$ cat src/core/fspc_pkg.sv
package fspc_pkg;
  // Register byte addresses on the Avalon-MM slave
  localparam logic [4:0] ADDR_CSR     = 5'h00; // Control and status
  localparam logic [4:0] ADDR_PTR     = 5'h04; // Flash address pointer
  localparam logic [4:0] ADDR_DATA    = 5'h08; // Word data pair
  localparam logic [4:0] ADDR_CMD     = 5'h0C; // Store / load instruction strobes
  localparam logic [4:0] ADDR_LDRES   = 5'h10; // Result of the last load
  localparam int         ADDR_W       = 5;

  // Control register fields
  localparam int         CSR_W        = 8;
  localparam int         CMD_BITS_W   = 5;     // Low command bits that decode
  localparam int         STORE_ENABLE_BIT_POS    = 0;
  localparam int         PAGE_ERASE_BIT_POS    = 1;
  localparam int         PAGE_WRITE_BIT_POS    = 2;
  localparam int         FUSE_LOCK_READ_SELECT_POS     = 3;
  localparam int         CLEAR_PAGE_BUFFER_BIT_POS     = 4;
  localparam logic [2:0] CSR_RSVD_VAL = 3'h0;  // Bits 7..5 read as zero

  // Accepted command patterns in the low five bits
  localparam logic [4:0] PAT_CLEAR_PAGE_BUFFER_BIT     = 5'h11; // 10001
  localparam logic [4:0] PAT_FUSE_LOCK_READ_SELECT     = 5'h09; // 01001
  localparam logic [4:0] PAT_PAGE_WRITE_BIT    = 5'h05; // 00101
  localparam logic [4:0] PAT_PAGE_ERASE_BIT    = 5'h03; // 00011
  localparam logic [4:0] PAT_STORE    = 5'h01; // 00001

  // Instruction strobe bits in the command register
  localparam int         CMD_STORE_POS = 0;
  localparam int         CMD_LOAD_POS  = 1;

  // Fuse and lock selection by pointer value
  localparam logic [1:0] SEL_FUSE_LO  = 2'h0;
  localparam logic [1:0] SEL_LOCK     = 2'h1;
  localparam logic [1:0] SEL_FUSE_HI  = 2'h3;
  localparam logic [7:0] BYTE_UNPROG  = 8'hFF; // Unused selection reads unprogrammed

  // Instruction windows in clock cycles
  localparam logic [2:0] STORE_WIN    = 3'h4;
  localparam logic [2:0] LOAD_WIN     = 3'h3;

  // Flash operation timing
  localparam int         CLK_HZ       = 10_000_000;
  localparam int         PROG_MIN_NS  = 3_700_000; // 3.7 ms
  localparam int         PROG_MAX_NS  = 4_500_000; // 4.5 ms
  localparam int         CLK_NS       = 1_000_000_000 / CLK_HZ;
  localparam int         PROG_MIN_CYC = (PROG_MIN_NS + CLK_NS - 1) / CLK_NS;
  localparam int         PROG_MAX_CYC = PROG_MAX_NS / CLK_NS;

  // Page buffer geometry
  localparam int         PTR_W        = 16;
  localparam int         WORD_W       = 16;
  localparam logic [15:0] WORD_ERASED = 16'hFFFF;

  // Flash operation states
  typedef enum logic [1:0] {
    OP_IDLE,
    OP_ERASE,
    OP_WRITE
  } fspc_op_t;
endpackage

$ cat src/core/fspc_ctrl.sv
// Added by the designer: the Avalon-MM register port and the register addresses.
`timescale 1ns/1ps
module fspc_ctrl
  import fspc_pkg::*;
#(
  parameter int OP_CYCLES  = PROG_MIN_CYC, // Flash operation length in cycles
  parameter int PAGE_WORDS = 16            // Words per flash page
) (
  input  wire logic              clk_sys_in,         // System clock, 10 MHz
  input  wire logic              rst_n_in,           // System reset, async, active low
  input  wire logic              por_n_in,           // Supply-good reset, async, active low
  input  wire logic [ADDR_W-1:0] avs_address_in,     // Avalon byte address
  input  wire logic              avs_read_in,        // Avalon read
  input  wire logic              avs_write_in,       // Avalon write
  input  wire logic [31:0]       avs_writedata_in,   // Avalon write data
  output logic [31:0]            avs_readdata_out,   // Avalon read data
  output logic                   avs_waitrequest_out,// Avalon wait request
  input  wire logic [7:0]        flash_rdata_in,     // Flash byte at pointer
  input  wire logic [7:0]        fuse_lo_prog_in,    // Fuse low, 1 = programmed
  input  wire logic [7:0]        fuse_hi_prog_in,    // Fuse high, 1 = programmed
  input  wire logic [7:0]        lock_prog_in,       // Lock bits, 1 = programmed
  input  wire logic              eeprom_busy_in,     // EEPROM write in progress
  output logic [PTR_W-1:0]       flash_addr_out,     // Byte address for flash reads
  output logic [PTR_W-1:0]       flash_page_out,     // Pointer latched for erase/write
  output logic                   flash_erase_out,    // Page erase running
  output logic                   flash_write_out,    // Page write running
  output logic                   flash_word_we_out,  // Buffer word strobe to flash
  output logic [WORD_W-1:0]      flash_word_out,     // Buffer word to flash
  output logic                   cpu_halt_out        // CPU halted during erase/write
);

  localparam int IDX_W = $clog2(PAGE_WORDS);
  localparam int CNT_W = $clog2(OP_CYCLES + 1);
  localparam logic [CNT_W-1:0] OP_LOAD = CNT_W'(OP_CYCLES);
  localparam logic [CNT_W-1:0] CNT_ONE = CNT_W'(1);
  localparam logic [IDX_W:0]   STREAM_END = (IDX_W + 1)'(PAGE_WORDS);

  // Bus handshake and decode
  logic              ack_r;          // High in the cycle waitrequest is low
  logic              ack_nxt;
  logic              wait_r;         // Registered waitrequest, high until an answer
  logic [31:0]       rdata_r;        // Read data register
  logic [31:0]       rdata_nxt;
  logic              op_busy;        // Erase or write running
  logic              wr_acc;         // Write taken this edge
  logic              csr_wr;
  logic              cmd_wr;

  // Software-visible state
  logic [PTR_W-1:0]  ptr_r;          // Address pointer
  logic [WORD_W-1:0] data_r;         // Word data pair
  logic [7:0]        ldres_r;        // Last load result
  logic [3:0]        ctl_r;          // Command bits 3..0, sticky until cleared
  logic [3:0]        ctl_nxt;
  logic [2:0]        win_r;          // Cycles left in the instruction window
  logic [2:0]        win_nxt;
  logic [7:0]        csr_val;        // Control register readback

  // Command decode
  logic [4:0]        wpat;
  logic              pat_ok;
  logic              store_acc;
  logic              load_acc;
  logic              store_open;
  logic              load_open;
  logic              fuse_rd;
  logic              erase_go;
  logic              write_go;
  logic              buf_store;
  logic              buf_clear;
  logic              expire;
  logic [7:0]        fuse_byte;
  logic [7:0]        load_val;
  logic [IDX_W-1:0]  word_idx;

  // Flash operation sequencer
  fspc_op_t          op_state_r;
  fspc_op_t          op_nxt;
  logic [CNT_W-1:0]  op_cnt_r;
  logic              op_done;
  logic [IDX_W:0]    stream_r;       // Words sent to flash so far
  logic              stream_on;

  // Temporary page buffer, one word per entry
  logic [WORD_W-1:0] page_buf_r [PAGE_WORDS];

  // Fuse and lock byte by pointer, inverted so programmed reads zero
  function automatic logic [7:0] fuse_pick(input logic [1:0] sel, input logic [7:0] lo,
                                           input logic [7:0] hi, input logic [7:0] lk);
    logic [7:0] prog;
    prog = 8'h00;
    case (sel)
      SEL_FUSE_LO: prog = lo;
      SEL_LOCK:    prog = lk;
      SEL_FUSE_HI: prog = hi;
      default:     prog = ~BYTE_UNPROG;
    endcase
    return ~prog;
  endfunction

  // The CPU is halted during flash operations, so every access stalls then
  assign op_busy   = (op_state_r != OP_IDLE);
  assign ack_nxt   = (avs_read_in | avs_write_in) & ~ack_r & ~op_busy;
  assign wr_acc    = ack_r & avs_write_in;
  assign csr_wr    = wr_acc & (avs_address_in == ADDR_CSR);
  assign cmd_wr    = wr_acc & (avs_address_in == ADDR_CMD);
  assign store_acc = cmd_wr & avs_writedata_in[CMD_STORE_POS];
  assign load_acc  = cmd_wr & avs_writedata_in[CMD_LOAD_POS];

  // Command pattern decode; EEPROM activity blocks every pattern
  assign wpat   = avs_writedata_in[CMD_BITS_W-1:0];
  assign pat_ok = ~eeprom_busy_in & ((wpat == PAT_CLEAR_PAGE_BUFFER_BIT) | (wpat == PAT_FUSE_LOCK_READ_SELECT) |
                  (wpat == PAT_PAGE_WRITE_BIT) | (wpat == PAT_PAGE_ERASE_BIT) | (wpat == PAT_STORE));

  // Windows counted from the control write
  assign store_open = ctl_r[STORE_ENABLE_BIT_POS] & (win_r != 3'h0);
  assign load_open  = ctl_r[FUSE_LOCK_READ_SELECT_POS] & (win_r > (STORE_WIN - LOAD_WIN));
  assign fuse_rd    = load_acc & load_open & ~eeprom_busy_in;
  assign erase_go   = store_acc & store_open & ctl_r[PAGE_ERASE_BIT_POS];
  assign write_go   = store_acc & store_open & ctl_r[PAGE_WRITE_BIT_POS];
  assign buf_store  = store_acc & store_open & (ctl_r == PAT_STORE[3:0]);
  assign buf_clear  = csr_wr & pat_ok & (wpat == PAT_CLEAR_PAGE_BUFFER_BIT);

  // Fuse-read lapses after the load window, other commands after the store window
  assign expire = (win_r == 3'h1) |
                  (ctl_r[FUSE_LOCK_READ_SELECT_POS] & (win_r == (STORE_WIN - LOAD_WIN + 3'h1)));

  assign fuse_byte = fuse_pick(ptr_r[1:0], fuse_lo_prog_in, fuse_hi_prog_in,
                               lock_prog_in);
  assign load_val  = fuse_rd ? fuse_byte : flash_rdata_in;
  assign word_idx  = ptr_r[IDX_W:1]; // Pointer bit zero ignored for buffer words

  // Command bits: a new pattern, a completed instruction, a timeout or op end
  assign ctl_nxt =
    (csr_wr & pat_ok)                  ? wpat[3:0] :
    (erase_go | write_go)              ? ctl_r :      // held while busy
    (op_busy)                          ? (op_done ? 4'h0 : ctl_r) :
    (store_acc & store_open)           ? 4'h0 :
    (fuse_rd)                          ? 4'h0 :
    (expire & ~store_acc)              ? 4'h0 :
                                         ctl_r;
  assign win_nxt =
    (csr_wr & pat_ok)                  ? STORE_WIN :
    (store_acc & store_open) | fuse_rd ? 3'h0 :
    (expire)                           ? 3'h0 :
    (win_r != 3'h0)                    ? win_r - 3'h1 :
                                         3'h0;

  // Reserved bits read zero; store-enable reads high while busy
  assign csr_val = {CSR_RSVD_VAL, 1'b0, ctl_r[FUSE_LOCK_READ_SELECT_POS], ctl_r[PAGE_WRITE_BIT_POS],
                    ctl_r[PAGE_ERASE_BIT_POS], ctl_r[STORE_ENABLE_BIT_POS] | op_busy};

  // Read mux; unmapped addresses read zero
  assign rdata_nxt =
    (avs_address_in == ADDR_CSR)   ? {24'h0, csr_val} :
    (avs_address_in == ADDR_PTR)   ? {16'h0, ptr_r} :
    (avs_address_in == ADDR_DATA)  ? {16'h0, data_r} :
    (avs_address_in == ADDR_LDRES) ? {24'h0, ldres_r} :
                                     32'h0;

  // Sequencer next state; only a store inside the window starts it
  assign op_done   = op_busy & (op_cnt_r == CNT_ONE);
  assign op_nxt    = op_done  ? OP_IDLE :
                     erase_go ? OP_ERASE :
                     write_go ? OP_WRITE :
                                op_state_r;
  assign stream_on = (op_state_r == OP_WRITE) & (stream_r < STREAM_END);

  // Bus handshake: an access takes two edges when no operation is running
  always_ff @(posedge clk_sys_in or negedge rst_n_in) begin
    if (!rst_n_in) begin
      ack_r   <= 1'b0;
      wait_r  <= 1'b1;
      rdata_r <= 32'h0;
    end else begin
      ack_r   <= ack_nxt;
      wait_r  <= ~ack_nxt;
      rdata_r <= ack_nxt ? rdata_nxt : rdata_r;
    end
  end

  // Pointer, data pair and load result written by the CPU side
  always_ff @(posedge clk_sys_in or negedge rst_n_in) begin
    if (!rst_n_in) begin
      ptr_r   <= 16'h0000;
      data_r  <= 16'h0000;
      ldres_r <= 8'h00;
    end else begin
      if (wr_acc && avs_address_in == ADDR_PTR) ptr_r <= avs_writedata_in[PTR_W-1:0];
      if (wr_acc && avs_address_in == ADDR_DATA) data_r <= avs_writedata_in[WORD_W-1:0];
      if (load_acc) ldres_r <= load_val;
    end
  end

  // Command bits and window counter; system reset clears them
  always_ff @(posedge clk_sys_in or negedge rst_n_in) begin
    if (!rst_n_in) begin
      ctl_r <= 4'h0;
      win_r <= 3'h0;
    end else begin
      ctl_r <= ctl_nxt;
      win_r <= win_nxt;
    end
  end

  // Sequencer sits on the supply-good reset so a system reset lets it finish
  always_ff @(posedge clk_sys_in or negedge por_n_in) begin
    if (!por_n_in) begin
      op_state_r      <= OP_IDLE;
      op_cnt_r        <= '0;
      stream_r        <= '0;
      flash_page_out  <= 16'h0000;
      flash_erase_out <= 1'b0;
      flash_write_out <= 1'b0;
      cpu_halt_out    <= 1'b0;
    end else begin
      op_state_r      <= op_nxt;
      op_cnt_r        <= (erase_go | write_go) ? OP_LOAD :
                         (op_busy ? op_cnt_r - CNT_ONE : op_cnt_r);
      stream_r        <= write_go ? '0 : (stream_on ? stream_r + 1'b1 : stream_r);
      if (erase_go | write_go) flash_page_out <= ptr_r;
      flash_erase_out <= (op_nxt == OP_ERASE);
      flash_write_out <= (op_nxt == OP_WRITE);
      cpu_halt_out    <= (op_nxt != OP_IDLE);
    end
  end

  // Buffer words go to the flash one per cycle at the start of a page write
  always_ff @(posedge clk_sys_in or negedge por_n_in) begin
    if (!por_n_in) begin
      flash_word_we_out <= 1'b0;
      flash_word_out    <= 16'h0000;
    end else begin
      flash_word_we_out <= stream_on;
      flash_word_out    <= stream_on ? page_buf_r[stream_r[IDX_W-1:0]] : flash_word_out;
    end
  end

  // Page buffer: cleared on power-up, on system reset when idle, after a
  // page write and on the clear-buffer command
  generate
    for (genvar gi = 0; gi < PAGE_WORDS; gi++) begin : g_buf
      always_ff @(posedge clk_sys_in or negedge por_n_in) begin
        if (!por_n_in) begin
          page_buf_r[gi] <= WORD_ERASED;
        end else if ((!rst_n_in && !op_busy) || buf_clear ||
                     (op_done && op_state_r == OP_WRITE)) begin
          page_buf_r[gi] <= WORD_ERASED;
        end else if (buf_store && word_idx == IDX_W'(gi)) begin
          page_buf_r[gi] <= data_r;
        end
      end
    end
  endgenerate

  assign avs_waitrequest_out = wait_r;
  assign avs_readdata_out    = rdata_r;
  assign flash_addr_out      = ptr_r;

  // Cycles since the last operation start, checked against the set operation length
  logic [CNT_W:0] op_age_r;
  always_ff @(posedge clk_sys_in or negedge por_n_in) begin
    if (!por_n_in) op_age_r <= '0;
    else           op_age_r <= (erase_go | write_go) ? '0 : op_age_r + 1'b1;
  end

  property p_ctl_timeout;
    @(posedge clk_sys_in) disable iff (!rst_n_in)
    (csr_wr && pat_ok && wpat == PAT_STORE) ##1 (!store_acc)[*4] |=> (ctl_r == 4'h0);
  endproperty
  a_ctl_timeout: assert property (p_ctl_timeout) else $error("Store-enable did not lapse");

  property p_rsvd_zero;
    @(posedge clk_sys_in) disable iff (!rst_n_in) csr_val[7:5] == 3'h0;
  endproperty
  a_rsvd_zero: assert property (p_rsvd_zero) else $error("Reserved bits not zero");

  property p_bad_pattern;
    @(posedge clk_sys_in) disable iff (!rst_n_in)
    (csr_wr && !pat_ok && !op_busy && win_r == 3'h0) |=> $stable(ctl_r);
  endproperty
  a_bad_pattern: assert property (p_bad_pattern) else $error("Bad pattern changed bits");

  property p_write_start;
    @(posedge clk_sys_in) disable iff (!rst_n_in || !por_n_in)
    write_go |=> flash_write_out && cpu_halt_out && csr_val[0] ##1 flash_word_we_out;
  endproperty
  a_write_start: assert property (p_write_start) else $error("Page write did not start");

  property p_halt_busy;
    @(posedge clk_sys_in) disable iff (!por_n_in)
    cpu_halt_out |-> avs_waitrequest_out && op_busy;
  endproperty
  a_halt_busy: assert property (p_halt_busy) else $error("Halt does not track busy");

  property p_erase_start;
    @(posedge clk_sys_in) disable iff (!rst_n_in || !por_n_in)
    erase_go |=> flash_erase_out && ctl_r[PAGE_ERASE_BIT_POS] && avs_waitrequest_out;
  endproperty
  a_erase_start: assert property (p_erase_start) else $error("Page erase did not start");

  property p_fuse_read;
    @(posedge clk_sys_in) disable iff (!rst_n_in)
    (fuse_rd && ptr_r[1:0] == SEL_FUSE_LO) |=>
      ldres_r == ~$past(fuse_lo_prog_in) && ctl_r == 4'h0;
  endproperty
  a_fuse_read: assert property (p_fuse_read) else $error("Fuse read wrong");

  property p_lock_val;
    @(posedge clk_sys_in) disable iff (!rst_n_in)
    (fuse_rd && ptr_r == 16'h0001) |=> ldres_r == ~$past(lock_prog_in);
  endproperty
  a_lock_val: assert property (p_lock_val) else $error("Lock byte wrong");

  property p_plain_load;
    @(posedge clk_sys_in) disable iff (!rst_n_in)
    (load_acc && ctl_r == 4'h0) |=> ldres_r == $past(flash_rdata_in);
  endproperty
  a_plain_load: assert property (p_plain_load) else $error("Plain load wrong");

  // Default length sits inside the allowed band; a shortened run still counts exactly
  property p_op_time;
    @(posedge clk_sys_in) disable iff (!por_n_in)
    op_done |-> op_age_r == (CNT_W + 1)'(OP_CYCLES - 1);
  endproperty
  a_op_time: assert property (p_op_time) else $error("Operation length out of range");

  property p_eeprom_block;
    @(posedge clk_sys_in) disable iff (!rst_n_in)
    (csr_wr && eeprom_busy_in && win_r == 3'h0 && !op_busy) |=> ctl_r == 4'h0;
  endproperty
  a_eeprom_block: assert property (p_eeprom_block) else $error("EEPROM did not block");

  property p_fuse_high;
    @(posedge clk_sys_in) disable iff (!rst_n_in)
    (fuse_rd && ptr_r[1:0] == SEL_FUSE_HI) |=> ldres_r == ~$past(fuse_hi_prog_in);
  endproperty
  a_fuse_high: assert property (p_fuse_high) else $error("Fuse high byte wrong");

  // Three edges without a load after a fuse-read pattern drop every command bit
  property p_fuse_lapse;
    @(posedge clk_sys_in) disable iff (!rst_n_in)
    (csr_wr && pat_ok && wpat == PAT_FUSE_LOCK_READ_SELECT) ##1 (!load_acc && !csr_wr)[*3] |=> ctl_r == 4'h0;
  endproperty
  a_fuse_lapse: assert property (p_fuse_lapse) else $error("Fuse-read did not lapse");

  property p_buf_clear;
    @(posedge clk_sys_in) disable iff (!por_n_in)
    buf_clear |=> page_buf_r[word_idx] == WORD_ERASED;
  endproperty
  a_buf_clear: assert property (p_buf_clear) else $error("Page buffer not cleared");

  // Halt and command bits both end with the operation
  property p_op_end;
    @(posedge clk_sys_in) disable iff (!por_n_in)
    op_done |=> !cpu_halt_out && ctl_r == 4'h0;
  endproperty
  a_op_end: assert property (p_op_end) else $error("Operation end left state behind");

endmodule

$ cat config.mk
export PLATFORM = sky130hd
export DESIGN_NAME = fspc_ctrl
export DESIGN_NICKNAME = d
export VERILOG_FILES = /design/src/core/fspc_pkg.sv /design/src/core/fspc_ctrl.sv
export SDC_FILE = /design/constraint.sdc
export NUM_CORES = 1
export LEC_CHECK = 0
export BUFFER_PORTS_ARGS = -buffer_cell sky130_fd_sc_hd__buf_2
export CORE_MARGIN = 2
export CORE_UTILIZATION = 60
export DETAILED_ROUTE_END_ITERATION = 16
export PLACE_DENSITY = 0.8
export SLEW_MARGIN = 10
export SYNTH_ARGS = -nofsm -noshare
export SYNTH_HDL_FRONTEND = slang
export SYNTH_SLANG_ARGS = --single-unit
export TNS_END_PERCENT = 20
$ cat constraint.sdc
create_clock -name clk_sys_in -period 4.2 [get_ports clk_sys_in]
set_clock_uncertainty 0.2 [all_clocks]
set_input_delay 0.63 -clock clk_sys_in [delete_from_list [all_inputs] [get_ports clk_sys_in]]
set_output_delay 0.63 -clock clk_sys_in [all_outputs]
set_load 0.03 [all_outputs]
# Word level (Yosys, flattened, before mapping)
# Index checks and enable logic that the tools add are counted.
# W data, S select, Z words.
[totals]
regBits = 396
input_bits = 75
out_inout_bits = 85
[classes]
n_reduce_logical = 50
n_mux = 59
n_eq_ne = 35
bitwise_logic = 38
n_addsub = 3
n_lt_le_gt_ge = 3
[op_table]
columns = ["operator", "count"]
rows = [
  ["$mux W16", 39],
  ["$bmux W16 S4", 1],
  ["$reduce_bool A2 Y1", 20],
  ["$eq A4 B4 Y1 const B", 8],
  ["$mux W4", 7],
  ["$pmux W8 S3", 1],
  ["$and A1 B1 Y1", 22],
  ["$logic_and A1 B1 Y1", 20],
  ["$eq A16 B1 Y1 const B", 1],
  ["$eq A4 B3 Y1 const B", 4],
  ["$mux W8", 2],
  ["$sub A16 B1 Y16 const B", 1],
  ["$eq A5 B4 Y1 const B", 3],
  ["$mux W3", 4],
  ["$eq A5 B3 Y1 const B", 2],
  ["$eq A5 B5 Y1 const B", 2],
  ["$mux W5", 2],
  ["$or A1 B1 Y1", 9],
  ["$eq A4 B1 Y1 const B", 2],
  ["$eq A4 B2 Y1 const B", 2],
  ["$not A8 Y8", 1],
  ["$eq A2 B2 Y1 const B", 3],
  ["$mux W2", 3],
  ["$add A5 B1 Y5 const B", 1],
  ["other kinds (21)", 28],
]

# Depth between registers and ports, before layout
# Gate-level depths: netlist of the first run.
[depth]
depth_word = 11
ltp_mapped = 10
depth_no_buf = 6

# Least setup slack after synthesis of the first run
# Ideal clock, no wire load.
[synth_path]
path_type = "input to register"
from = "in avs_address_in[2]"
to = "reg page_buf_r[117] (netlist bit)"
t_arrival_ns = 2.790
path_slack_ns = 1.114
path_stages = 10
setup_ns = 0.097
required_ns = 3.903
path_cell_list = "buf_4 or3b_1 buf_2 or4_4 buf_6 or4_4 buf_6 buf_6 nand2_1 nand3_1"
[synth_between]
elab_chain_cells = 7
elab_cells_between_ends = 14
classes_between = "1 x eq/ne; 1 x mux; 7 x bitwise; 5 x reduce/logical"
[synth_rtl]
columns = ["item", "line_no", "source"]
rows = [
  ["from (decl)", "fspc_ctrl.sv:12", "input wire logic [ADDR_W-1:0] avs_address_in,"],
  ["$eq A5 B4 Y1 / $logic_not A5 Y1 (equally long branches)", "fspc_ctrl.sv:106, fspc_ctrl.sv:105", ""],
  ["$and A1 B1 Y1, on equally long branches", "fspc_ctrl.sv:106, fspc_ctrl.sv:105", ""],
  ["$and A1 B1 Y1, on equally long branches", "fspc_ctrl.sv:107, fspc_ctrl.sv:122", ""],
  ["$and A1 B1 Y1, on equally long branches", "fspc_ctrl.sv:121, fspc_ctrl.sv:122", ""],
  ["$and A1 B1 Y1 / $logic_or A1 B1 Y1 (equally long branches)", "fspc_ctrl.sv:121, fspc_ctrl.sv:246", ""],
  ["$logic_and A1 B1 Y1 / $logic_or A1 B1 Y1 (equally long branches)", "fspc_ctrl.sv:249, fspc_ctrl.sv:246", ""],
  ["$reduce_bool A2 Y1 (no source line) / $mux W16 (equally long branches)", "--", ""],
  ["to (signal, indexed assignment)", "fspc_ctrl.sv:250", "page_buf_r[gi] <= data_r;"],
  ["to (decl)", "fspc_ctrl.sv:85", "logic [WORD_W-1:0] page_buf_r [PAGE_WORDS];"],
]
# Several ways; a longest one is shown, not always the timed one.
# A chain may end at the register's enable or synchronous reset.

# Worst setup path after layout of the first run
[layout_path]
from = "reg ctl_r[2]"
to = "reg page_buf_r[169] (netlist bit)"
[layout_between]
elab_chain_cells = 4
[layout_rtl]
columns = ["item", "line_no", "source"]
rows = [
  ["from (decl)", "fspc_ctrl.sv:53", "logic [3:0] ctl_r;"],
  ["from (signal assigned)", "fspc_ctrl.sv:201", "ctl_r <= ctl_nxt;"],
  ["$eq A4 B1 Y1", "fspc_ctrl.sv:121", "assign buf_store = store_acc & store_open & (ctl_r == PAT_STORE[3:0]);"],
  ["$and A1 B1 Y1", "fspc_ctrl.sv:121", ""],
  ["$logic_and A1 B1 Y1", "fspc_ctrl.sv:249", "end else if (buf_store && word_idx == IDX_W'(gi)) begin"],
  ["$reduce_bool A2 Y1 (no source line)", "--", ""],
]
# No other way between the ends.

==> impl_metrics.ini, run 1 <==
[run_status]
status = completed

[cells_and_area]
regArea_um2 = 9840
n_antenna_cell = 0
final_common_cell = nand2_1
fin_nets = 1967
syn2layout_area_growth_pct = 11.8
fillers = 2160
final_cell_mix = 550 x nand2_1, 265 x nand3_1, 257 x dfstp_2
drive_gt1_frac = 0.332
instances_no_fill = 2316
multi_input_area_um2 = 7960
fin_util = 0.680

[clock_tree]
clkLatencyLatePin_ps = 540
cts_tree = done
root_buffer = clkbuf_16
clock_sinks = 380
ctsLongestPathBuffers = 3
htree_levels = 2
clk_pin_slew_ps = 60
cts_buffers = 40

[worst_setup_path]
crit_required_ps = 4410
worstPathArrival_ps = 3480
worstSetupPathDepth = 5
r2r_start = ctl_r[2]
cp_top_family = simple AND/OR/NAND/NOR gates
cp_cell_sequence = or4b_1 -> or4_4 -> or4_1 -> nand2_1 -> nand3_1
slowest_stage = or4_1
crit_type = register to register
startpoint = ctl_r[2]
slowest_delay_ps = 920
reg2reg_depth = 5
cp-start-kind = register
cp_max_fo = 22
worst-path-buf-inv = 0
worstSetupEndpointType = register

[hold_path]
hold_start = avs_writedata_in[6]
hold_path.class = input port to register
min_path_cells = 2

[global_route]
grt_pass1_wl_um = 77900
grt_max_degree = 257
grt_antenna_before_repair = 2
grt_overflow_total = 0
grt_pass1_vias = 14700
grt.total_usage = 0.300

[routing]
drt_first_pass_iters = 5
wl_met3_um = 4430
drt_iter0_drc = 1707
vias = 14200
wl_per_cell_um = 20.8
drc = 0
wl_met2_um = 23800
routed_via_density = 6.15
dr.max_layer_used = met4
wl_met1_um = 18500
ant_nets = 0
wirelength_um = 48200

[yosys]
netlist.area_leader.share = 0.364
postSynthCellCount = 1827
synth_top_area_cell = dfstp_2
synth_area_um2 = 18600
async_flop_share = 1.00
synth_compound_area_frac = 0.0346
synth-edff-count = 0
yosys.area_share.adder = 0.00256
ys_seq_area_frac = 0.530
ys_types = 57
synth.avg_cell_area_um2 = 10.2
synth_ff_type = dfstp_2
synth_top_family_by_area = simple AND/OR/NAND/NOR gates
synthMuxAreaShare = 0.134
yosys-top-cells-area = dfstp_2 36%, dfrtp_1 17%, nand2_1 11%, mux4_2 7.8%, nand3_1 7.1%
ys_ff_latch = 380
synth-simple-area-share = 0.246
synth_xor_area_frac = 0.00708
yosys_warnings = 0

[sta]
rsz0062_at_grt = false
fmax_mhz = 305
layout_min_cycle_time_ps = 3280
tightest_slew_ps = 1140
tns_ps = 0
max_slew_margin = 0.238
slew_violations = 0
worst_slack_ps = 924
fin_crit_sh = 0.780
hold_viol_final = 0
final-setup-viol-count = 0

[die]
die_h_um = 180
num_rows = 64
core_um2 = 30500
ios = 160
die_w_um = 180
die-area_um2 = 32300
start_util = 0.608

[power_and_ir_drop]
ir_drop_mv = 0.308
p_per_area_nw_per_um2 = 385
power.total_w = 0.00798
p_leak_nw = 9.65

[placement]
dp_slack_ps = 601
port-buffer-count = 127
dp_hpwl_um = 29600
gp_congestion = 0.874
dp.cells = 2242

[run]
maxCapViolations = 0
## worst paths after layout
check                                        to  slack [ps]
setup reg to reg                page_buf_r[169]         920
hold / removal                        data_r[6]         140
max in group asynchronous           stream_r[0]        2260
min in group asynchronous  avs_readdata_out[12]         180
hold reg to reg                  page_buf_r[76]         280
setup / recovery                page_buf_r[169]         920
## stage by stage
| stage | hold WS [ps] | instance area [um^2] |
|---|---|---|
| after detailed placement | 273 | 19400 |
| after CTS | 125 | 20700 |
| after global placement | 260 | 19400 |
| final | 141 | 20700 |
| after floorplan | 134 | 18600 |
| after global routing | 128 | 20700 |
## registers in the layout, summed over array words and instances (netlist names)
name / flops
flash_word_out: 16
avs_readdata_out: 16
avs_waitrequest_out: 1
page_buf_r: 256
stream_r: 5
flash_erase_out: 1
cpu_halt_out: 1
ctl_r: 4
ack_r: 1
flash_addr_out: 16
ldres_r: 8
op_cnt_r: 16
op_state_r: 2
flash_word_we_out: 1
flash_page_out: 16
win_r: 3
flash_write_out: 1
data_r: 16
## cells by family (layout without fill, tap and decap cells)
kind of cell	count (synthesis)	count (layout)
mux	161	161
fa+ha+maj	4	4
compound gates	92	92
other cells	1	16
simple gates	996	996
flops	380	380
buf+inv	178	256
xor+xnor	15	15
## per-layer routing
metal	GRT usage	up-vias
met4	0.113	0
met5	0	-
met2	0.503	714
met3	0.0557	121
li1	-	6347
met1	0.393	7062
## timing repair
item / in CTS / in global routing
resized for setup: 0 / 0
hold buffers: 1 / 0
hold endpoints to repair: 8 / 0
buffers inserted: 0 / 0
## power breakdown
group / total, W / internal [W] / switching, W / leakage, nW
registers: 0.00397 / 0.00390 / 0.0000775 / 4.31
logic: 0.000388 / 0.000162 / 0.000226 / 4.68
clock network: 0.00362 / 0.00216 / 0.00146 / 0.666
## synthesized netlist by cell type (3+ instances only)
cell type and number:
and2_1 7, nor3_1 29, nand2_1 550, or3_1 10, nand4_1 10, clkbuf_1 95
nor2b_1 8, inv_1 9, nand3_1 265, xnor2_1 9, buf_2 29, or4_1 4
dfstp_2 257, buf_6 9, buf_4 17, mux2i_1 33, o31ai_1 4, a211oi_1 3
a221oi_1 11, a21oi_1 23, dfrtp_1 123, a221o_1 16, or4_4 4, ha_1 3
nor4_4 6, nor4_1 8, buf_1 18, mux2_1 7, mux2_2 57, nor2_1 65
xor2_1 6, o21ai_0 21, nor3_4 9, mux4_2 64, a22oi_1 3, nand2b_1 8
## area by class of cell
cell class / count / share of cell area
clock inverters: 8 / 0.00507
multi-input cells: 1284 / 0.384
flip-flops and latches: 380 / 0.474
inverters: 10 / 0.00181
repair buffers: 173 / 0.0509
clock buffers: 65 / 0.0602
well taps: 396 / 0.0239
No activity file was read; power rests on OpenSTA's default activity.
==> inputs of run 2 (changes only) <==
--- a/config.mk
+++ b/config.mk
@@ -7,9 +7,9 @@
 export LEC_CHECK = 0
 export BUFFER_PORTS_ARGS = -buffer_cell sky130_fd_sc_hd__buf_2
 export CORE_MARGIN = 2
-export CORE_UTILIZATION = 60
+export CORE_UTILIZATION = 54
 export DETAILED_ROUTE_END_ITERATION = 16
-export PLACE_DENSITY = 0.8
+export PLACE_DENSITY = 0.76
 export SLEW_MARGIN = 10
 export SYNTH_ARGS = -nofsm -noshare
 export SYNTH_HDL_FRONTEND = slang
==> constraint.sdc (replaced) <==
create_clock -name clk_sys_in -period 2.77 [get_ports clk_sys_in]
set_clock_uncertainty 0.2 [all_clocks]
set_input_delay 0.4155 -clock clk_sys_in [delete_from_list [all_inputs] [get_ports clk_sys_in]]
set_output_delay 0.4155 -clock clk_sys_in [all_outputs]
set_load 0.03 [all_outputs]
==> run 2 against run 1 <==
Compared with the run above: final cell count is 5.1% higher; worst setup slack worse by 840 ps; sequential cell count stayed put; via count is 1.1% higher; critical endpoint is now page_buf_r[255]; largest power group is now the clock network.
==> impl_metrics.ini, run 2 (synthesis gave the netlist of run 1 again) <==
[placement]
dp_hpwl_um = 30800
gp_congestion = 0.878
placed_area_um2 = 20000
port-buffer-count = 127

[cells_and_area]
fin_util = 0.645
fin_area_um2 = 21700
regMostFlops = page_buf_r
drive_gt1_frac = 0.344
final_common_cell = nand2_1
fin_nets = 2031
largest_reg_flops = 256
syn2layout_area_growth_pct = 17.1
n_antenna_cell = 0
final_cell_mix = 550 x nand2_1, 265 x nand3_1, 257 x dfstp_2

[global_route]
grt_overflow_total = 0
grt.total_usage = 0.281
grt_pass1_wl_um = 79600
grt_max_degree = 83
grt_pass1_vias = 15000
grt_antenna_before_repair = 0

[routing]
wl_per_cell_um = 20.3
vias = 14400
drt_iter0_drc = 1215
drc = 0
ant_nets = 0
wirelength_um = 49400
routed_via_density = 5.92
drt_first_pass_iters = 5

[worst_setup_path]
cp_max_fo = 16
worstPathArrival_ps = 2920
worstSetupEndpointType = register
crit_type = register to register
crit_required_ps = 3010
cp-start-kind = register

[power_and_ir_drop]
swShare = 0.219
p_clk_frac = 0.476
switching_power_w = 0.00278
p_seq_frac = 0.475
p_comb_frac = 0.049
p_int_w = 0.00989
p_leak_nw = 10.1
ir_drop_mv = 0.415
p_per_area_nw_per_um2 = 583
power.total_w = 0.0127

[die]
ios = 160
core_um2 = 33700
start_util = 0.551
die_h_um = 189
num_rows = 67
die-area_um2 = 35900
die_w_um = 189

[sta]
fin_crit_sh = 0.968
tns_ps = 0
tightest_slew_ps = 828
fmax_mhz = 373
layout_min_cycle_time_ps = 2680
max_slew_margin = 0.448
final-setup-viol-count = 0
hold_viol_final = 0
slew_violations = 0

[clock_tree]
htree_levels = 2
clk_pin_slew_ps = 60
cts_buffers = 41
clock_sinks = 380
root_buffer = clkbuf_16
clkLatencyLatePin_ps = 540
cts_tree = done
ctsLongestPathBuffers = 3

[run_status]
status = completed

[run]
maxCapViolations = 0

[hold_path]
hold_path.class = input port to register
-- run 2: cell count changes in the layout (fill, tap and decap cells not counted), moves of 3 or more --
cell           delta
buf_6             +3
bufinv_16         +6
buf_4            +17
clkinv_2          +4
clkbuf_8          -7
buf_12           +19
clkbuf_1          -5
dlygate4sd3_1    +24
-- run 2: worst paths after layout --
check	startpoint	end	slack (ps)	cells after the start
max	ctl_r[1]	page_buf_r[255]	90	6
min	avs_writedata_in[3]	flash_addr_out[3]	30	2
max reg2reg	ctl_r[1]	page_buf_r[255]	90	6
min reg2reg	page_buf_r[43]	page_buf_r[43]	280	2
max in group asynchronous	por_n_in	page_buf_r[216]	1250	3
min in group asynchronous	por_n_in	flash_word_out[0]	250	2
-- run 2: critical path, cell delays in order (launching register included) --
cell     delay [ps]
dfrtp_1         370
or4b_1          570
or4_4           540
or4b_1          550
buf_6           190
nand2_1          80
nand3_1          90
-- run 2: routing by layer --
layer  vias to the layer above  track usage  part of all wire
met3                       117       0.0502             0.072
met5                         -            0                 0
met2                       601        0.473              0.49
met4                         0        0.103             0.031
li1                       6489            -                 -
met1                      7197        0.367              0.40
-- run 2: final cells by class --
class	count	area [um^2]
Clock buffer	54	1160
Fill cell	2558	12000
Inverter	10	37.5
Sequential cell	380	9840
Multi-Input combinational cell	1284	7970
Tap cell	448	561
Timing Repair Buffer	236	1840
Clock inverter	21	339
-- run 2: power groups by stage --
stage | clock network (W) | logic, W | registers, W
floorplan | 0 | 0.000362 | 0.00607
global placement | 0 | 0.000572 | 0.00608
detailed placement | 0 | 0.000599 | 0.00610
CTS | 0.00610 | 0.000631 | 0.00602
global route | 0.00632 | 0.000702 | 0.00604
finish | 0.00603 | 0.000626 | 0.00602
-- run 2: through the flow --
step | hold WS (ps) | std cells | setup slack [ps]
after floorplan | -80.1 | 1842 | -11.1
after global placement | 239 | 2332 | 10.1
after detailed placement | 240 | 2332 | -54.4
after CTS | 10.1 | 2432 | 13.6
after global routing | 15.5 | 2433 | -0.853
final | 28.7 | 2433 | 88.2
-- run 2: repair_timing --
action | 4_1_cts | 5_1_grt
hold buffers | 25 | 0
pin swaps | 1 | 0
gates resized for setup | 0 | 4
setup buffers | 0 | 1
endpoints found under the hold margin | 113 | 0
cloned | 0 | 0
setup endpoints to repair | 73 | 69
==> inputs of run 3 (changes only) <==
--- a/config.mk
+++ b/config.mk
@@ -7,9 +7,9 @@
 export LEC_CHECK = 0
 export BUFFER_PORTS_ARGS = -buffer_cell sky130_fd_sc_hd__buf_2
 export CORE_MARGIN = 2
-export CORE_UTILIZATION = 54
+export CORE_UTILIZATION = 60
 export DETAILED_ROUTE_END_ITERATION = 16
-export PLACE_DENSITY = 0.76
+export PLACE_DENSITY = 0.8
 export SLEW_MARGIN = 10
 export SYNTH_ARGS = -nofsm -noshare
 export SYNTH_HDL_FRONTEND = slang
==> constraint.sdc (replaced) <==
create_clock -name clk_sys_in -period 2.9 [get_ports clk_sys_in]
set_clock_uncertainty 0.2 [all_clocks]
set_input_delay 0.435 -clock clk_sys_in [delete_from_list [all_inputs] [get_ports clk_sys_in]]
set_output_delay 0.435 -clock clk_sys_in [all_outputs]
set_load 0.03 [all_outputs]
==> run 3 against run 2 <==
Compared with the run above: the flow now finishes with violations (negative hold slack); worst setup slack got worse by 38 ps; combinational power shrank 4.0%; sequential power is 4.5% lower; highest routed layer unchanged.
==> impl_metrics.ini, run 3 (synthesis gave the netlist of run 1 again) <==
[sta]
fin_crit_sh = 0.983
max_slew_margin = 0.429
fmax_mhz = 351
rsz0062_at_grt = true
slew_violations = 0
hold_viol_final = 12
tightest_slew_ps = 856
worst_slack_ps = 50.2
layout_min_cycle_time_ps = 2850
holdWs_ps = -8.53
final-setup-viol-count = 0

[cells_and_area]
largest_reg_flops = 256
fin_area_um2 = 21400
fillers = 2102
regMostFlops = page_buf_r
n_antenna_cell = 0
final_common_cell = nand2_1
final_cell_mix = 550 x nand2_1, 265 x nand3_1, 257 x dfstp_2
drive_gt1_frac = 0.339
syn2layout_area_growth_pct = 15.3
fin_nets = 2018

[hold_path]
hold_path.class = input port to asynchronous set/reset pin

[worst_setup_path]
cp_max_fo = 148
worstPathArrival_ps = 3080
crit_required_ps = 3130
reg2reg_setup_slack_ps = 80
worstSetupEndpointType = register
crit_type = input port to register
cp-start-kind = input port

[global_route]
grt_antenna_before_repair = 1
grt_pass1_wl_um = 81700
top_usage_layer = met2
grtUsageMet3 = 0.0553
grt_overflow_total = 0
grt_use_met1 = 0.406
grt_pass1_vias = 15500
grt.total_usage = 0.317
grt_max_degree = 149
use_met2 = 0.532

[run_status]
violations = negative hold slack
status = complete, but fails checks

[routing]
wl_per_cell_um = 21.4
drc = 0
routed_via_density = 6.26
drt_iter0_drc = 1618
vias = 14800
ant_nets = 0
wirelength_um = 50700
drt_first_pass_iters = 6

[power_and_ir_drop]
p_per_area_nw_per_um2 = 543
ir_drop_mv = 0.474
p_leak_nw = 9.95

[die]
start_util = 0.608
ios = 160
num_rows = 64
die_w_um = 180
core_um2 = 30500
die_h_um = 180
die-area_um2 = 32300

[run]
maxCapViolations = 0

[clock_tree]
ctsLongestPathBuffers = 3
root_buffer = clkbuf_16
clk_pin_slew_ps = 60
clock_sinks = 380
cts_tree = done
clkLatencyLatePin_ps = 540
cts_buffers = 41
htree_levels = 2

[placement]
dp_hpwl_um = 30400
port-buffer-count = 127
gp_congestion = 0.887
dp_slack_ps = -41.7
placed_area_um2 = 19800
[run 3: area by class of cell]
cell class                 instances  area, um^2  share of cell area
clock buffer                      60        1230              0.0575
clock inverter                    15         138             0.00643
inverter                          10        37.5             0.00175
multi-input combinational       1284        7960               0.372
sequential                       380        9840               0.460
tap                              396         495              0.0231
timing repair buffer             223        1710              0.0797
[run 3: critical path: stages]
cell	delay (ps)
dlygate4sd3_1	550
buf_2	170
maj3_1	170
o21ai_0	100
and4_1	260
a211oi_4	570
buf_12	530
nand3_1	170
[run 3: worst paths after layout]
kind | from | end | cells past startpoint
setup / recovery | avs_writedata_in[3] | page_buf_r[56] | 8
hold reg to reg | page_buf_r[16] | page_buf_r[16] | 2
max in group asynchronous | por_n_in | page_buf_r[16] | 3
min in group clk_sys_in | flash_rdata_in[4] | ldres_r[4] | 3
setup reg to reg | ctl_r[1] | page_buf_r[168] | 6
hold / removal | rst_n_in | avs_readdata_out[8] | 2
[run 3: routing by layer]
metal  up-vias  part of all wire
met2       806              0.50
met5         -                 0
met4         0             0.039
li1       6466                 -
met1      7362              0.37
met3       179             0.090
[run 3: stage by stage]
step / setup TNS [ps] / hold slack (ps) / power [W] / util / cells
6_report: 0 / -8.53 / 0.0116 / 0.702 / 2368
5_1_grt: -258 / 31.3 / 0.0120 / 0.702 / 2368
4_1_cts: 0 / 1.09 / 0.0116 / 0.702 / 2368
3_5_place_dp: -989 / 243 / 0.00640 / 0.650 / 2272
3_3_place_gp: 0 / 238 / 0.00636 / 0.650 / 2272
2_1_floorplan: 0 / -60.6 / 0.00614 / - / 1842
[run 3: timing repair]
action / 4_1_cts / 5_1_grt
resized for setup: 0 / 0
setup buffers: 0 / 0
endpoints found under the hold margin: 46 / 0
endpoints found under the setup margin: 0 / 34
hold buffers: 21 / 0
[run 3: power breakdown]
group          total [W]  internal [W]  switching (W)  leakage (nW)
Clock            0.00526       0.00312        0.00213         0.673
Sequential       0.00575       0.00564       0.000114          4.31
Combinational   0.000601      0.000258       0.000343          4.97
Total             0.0116       0.00902        0.00259          9.95
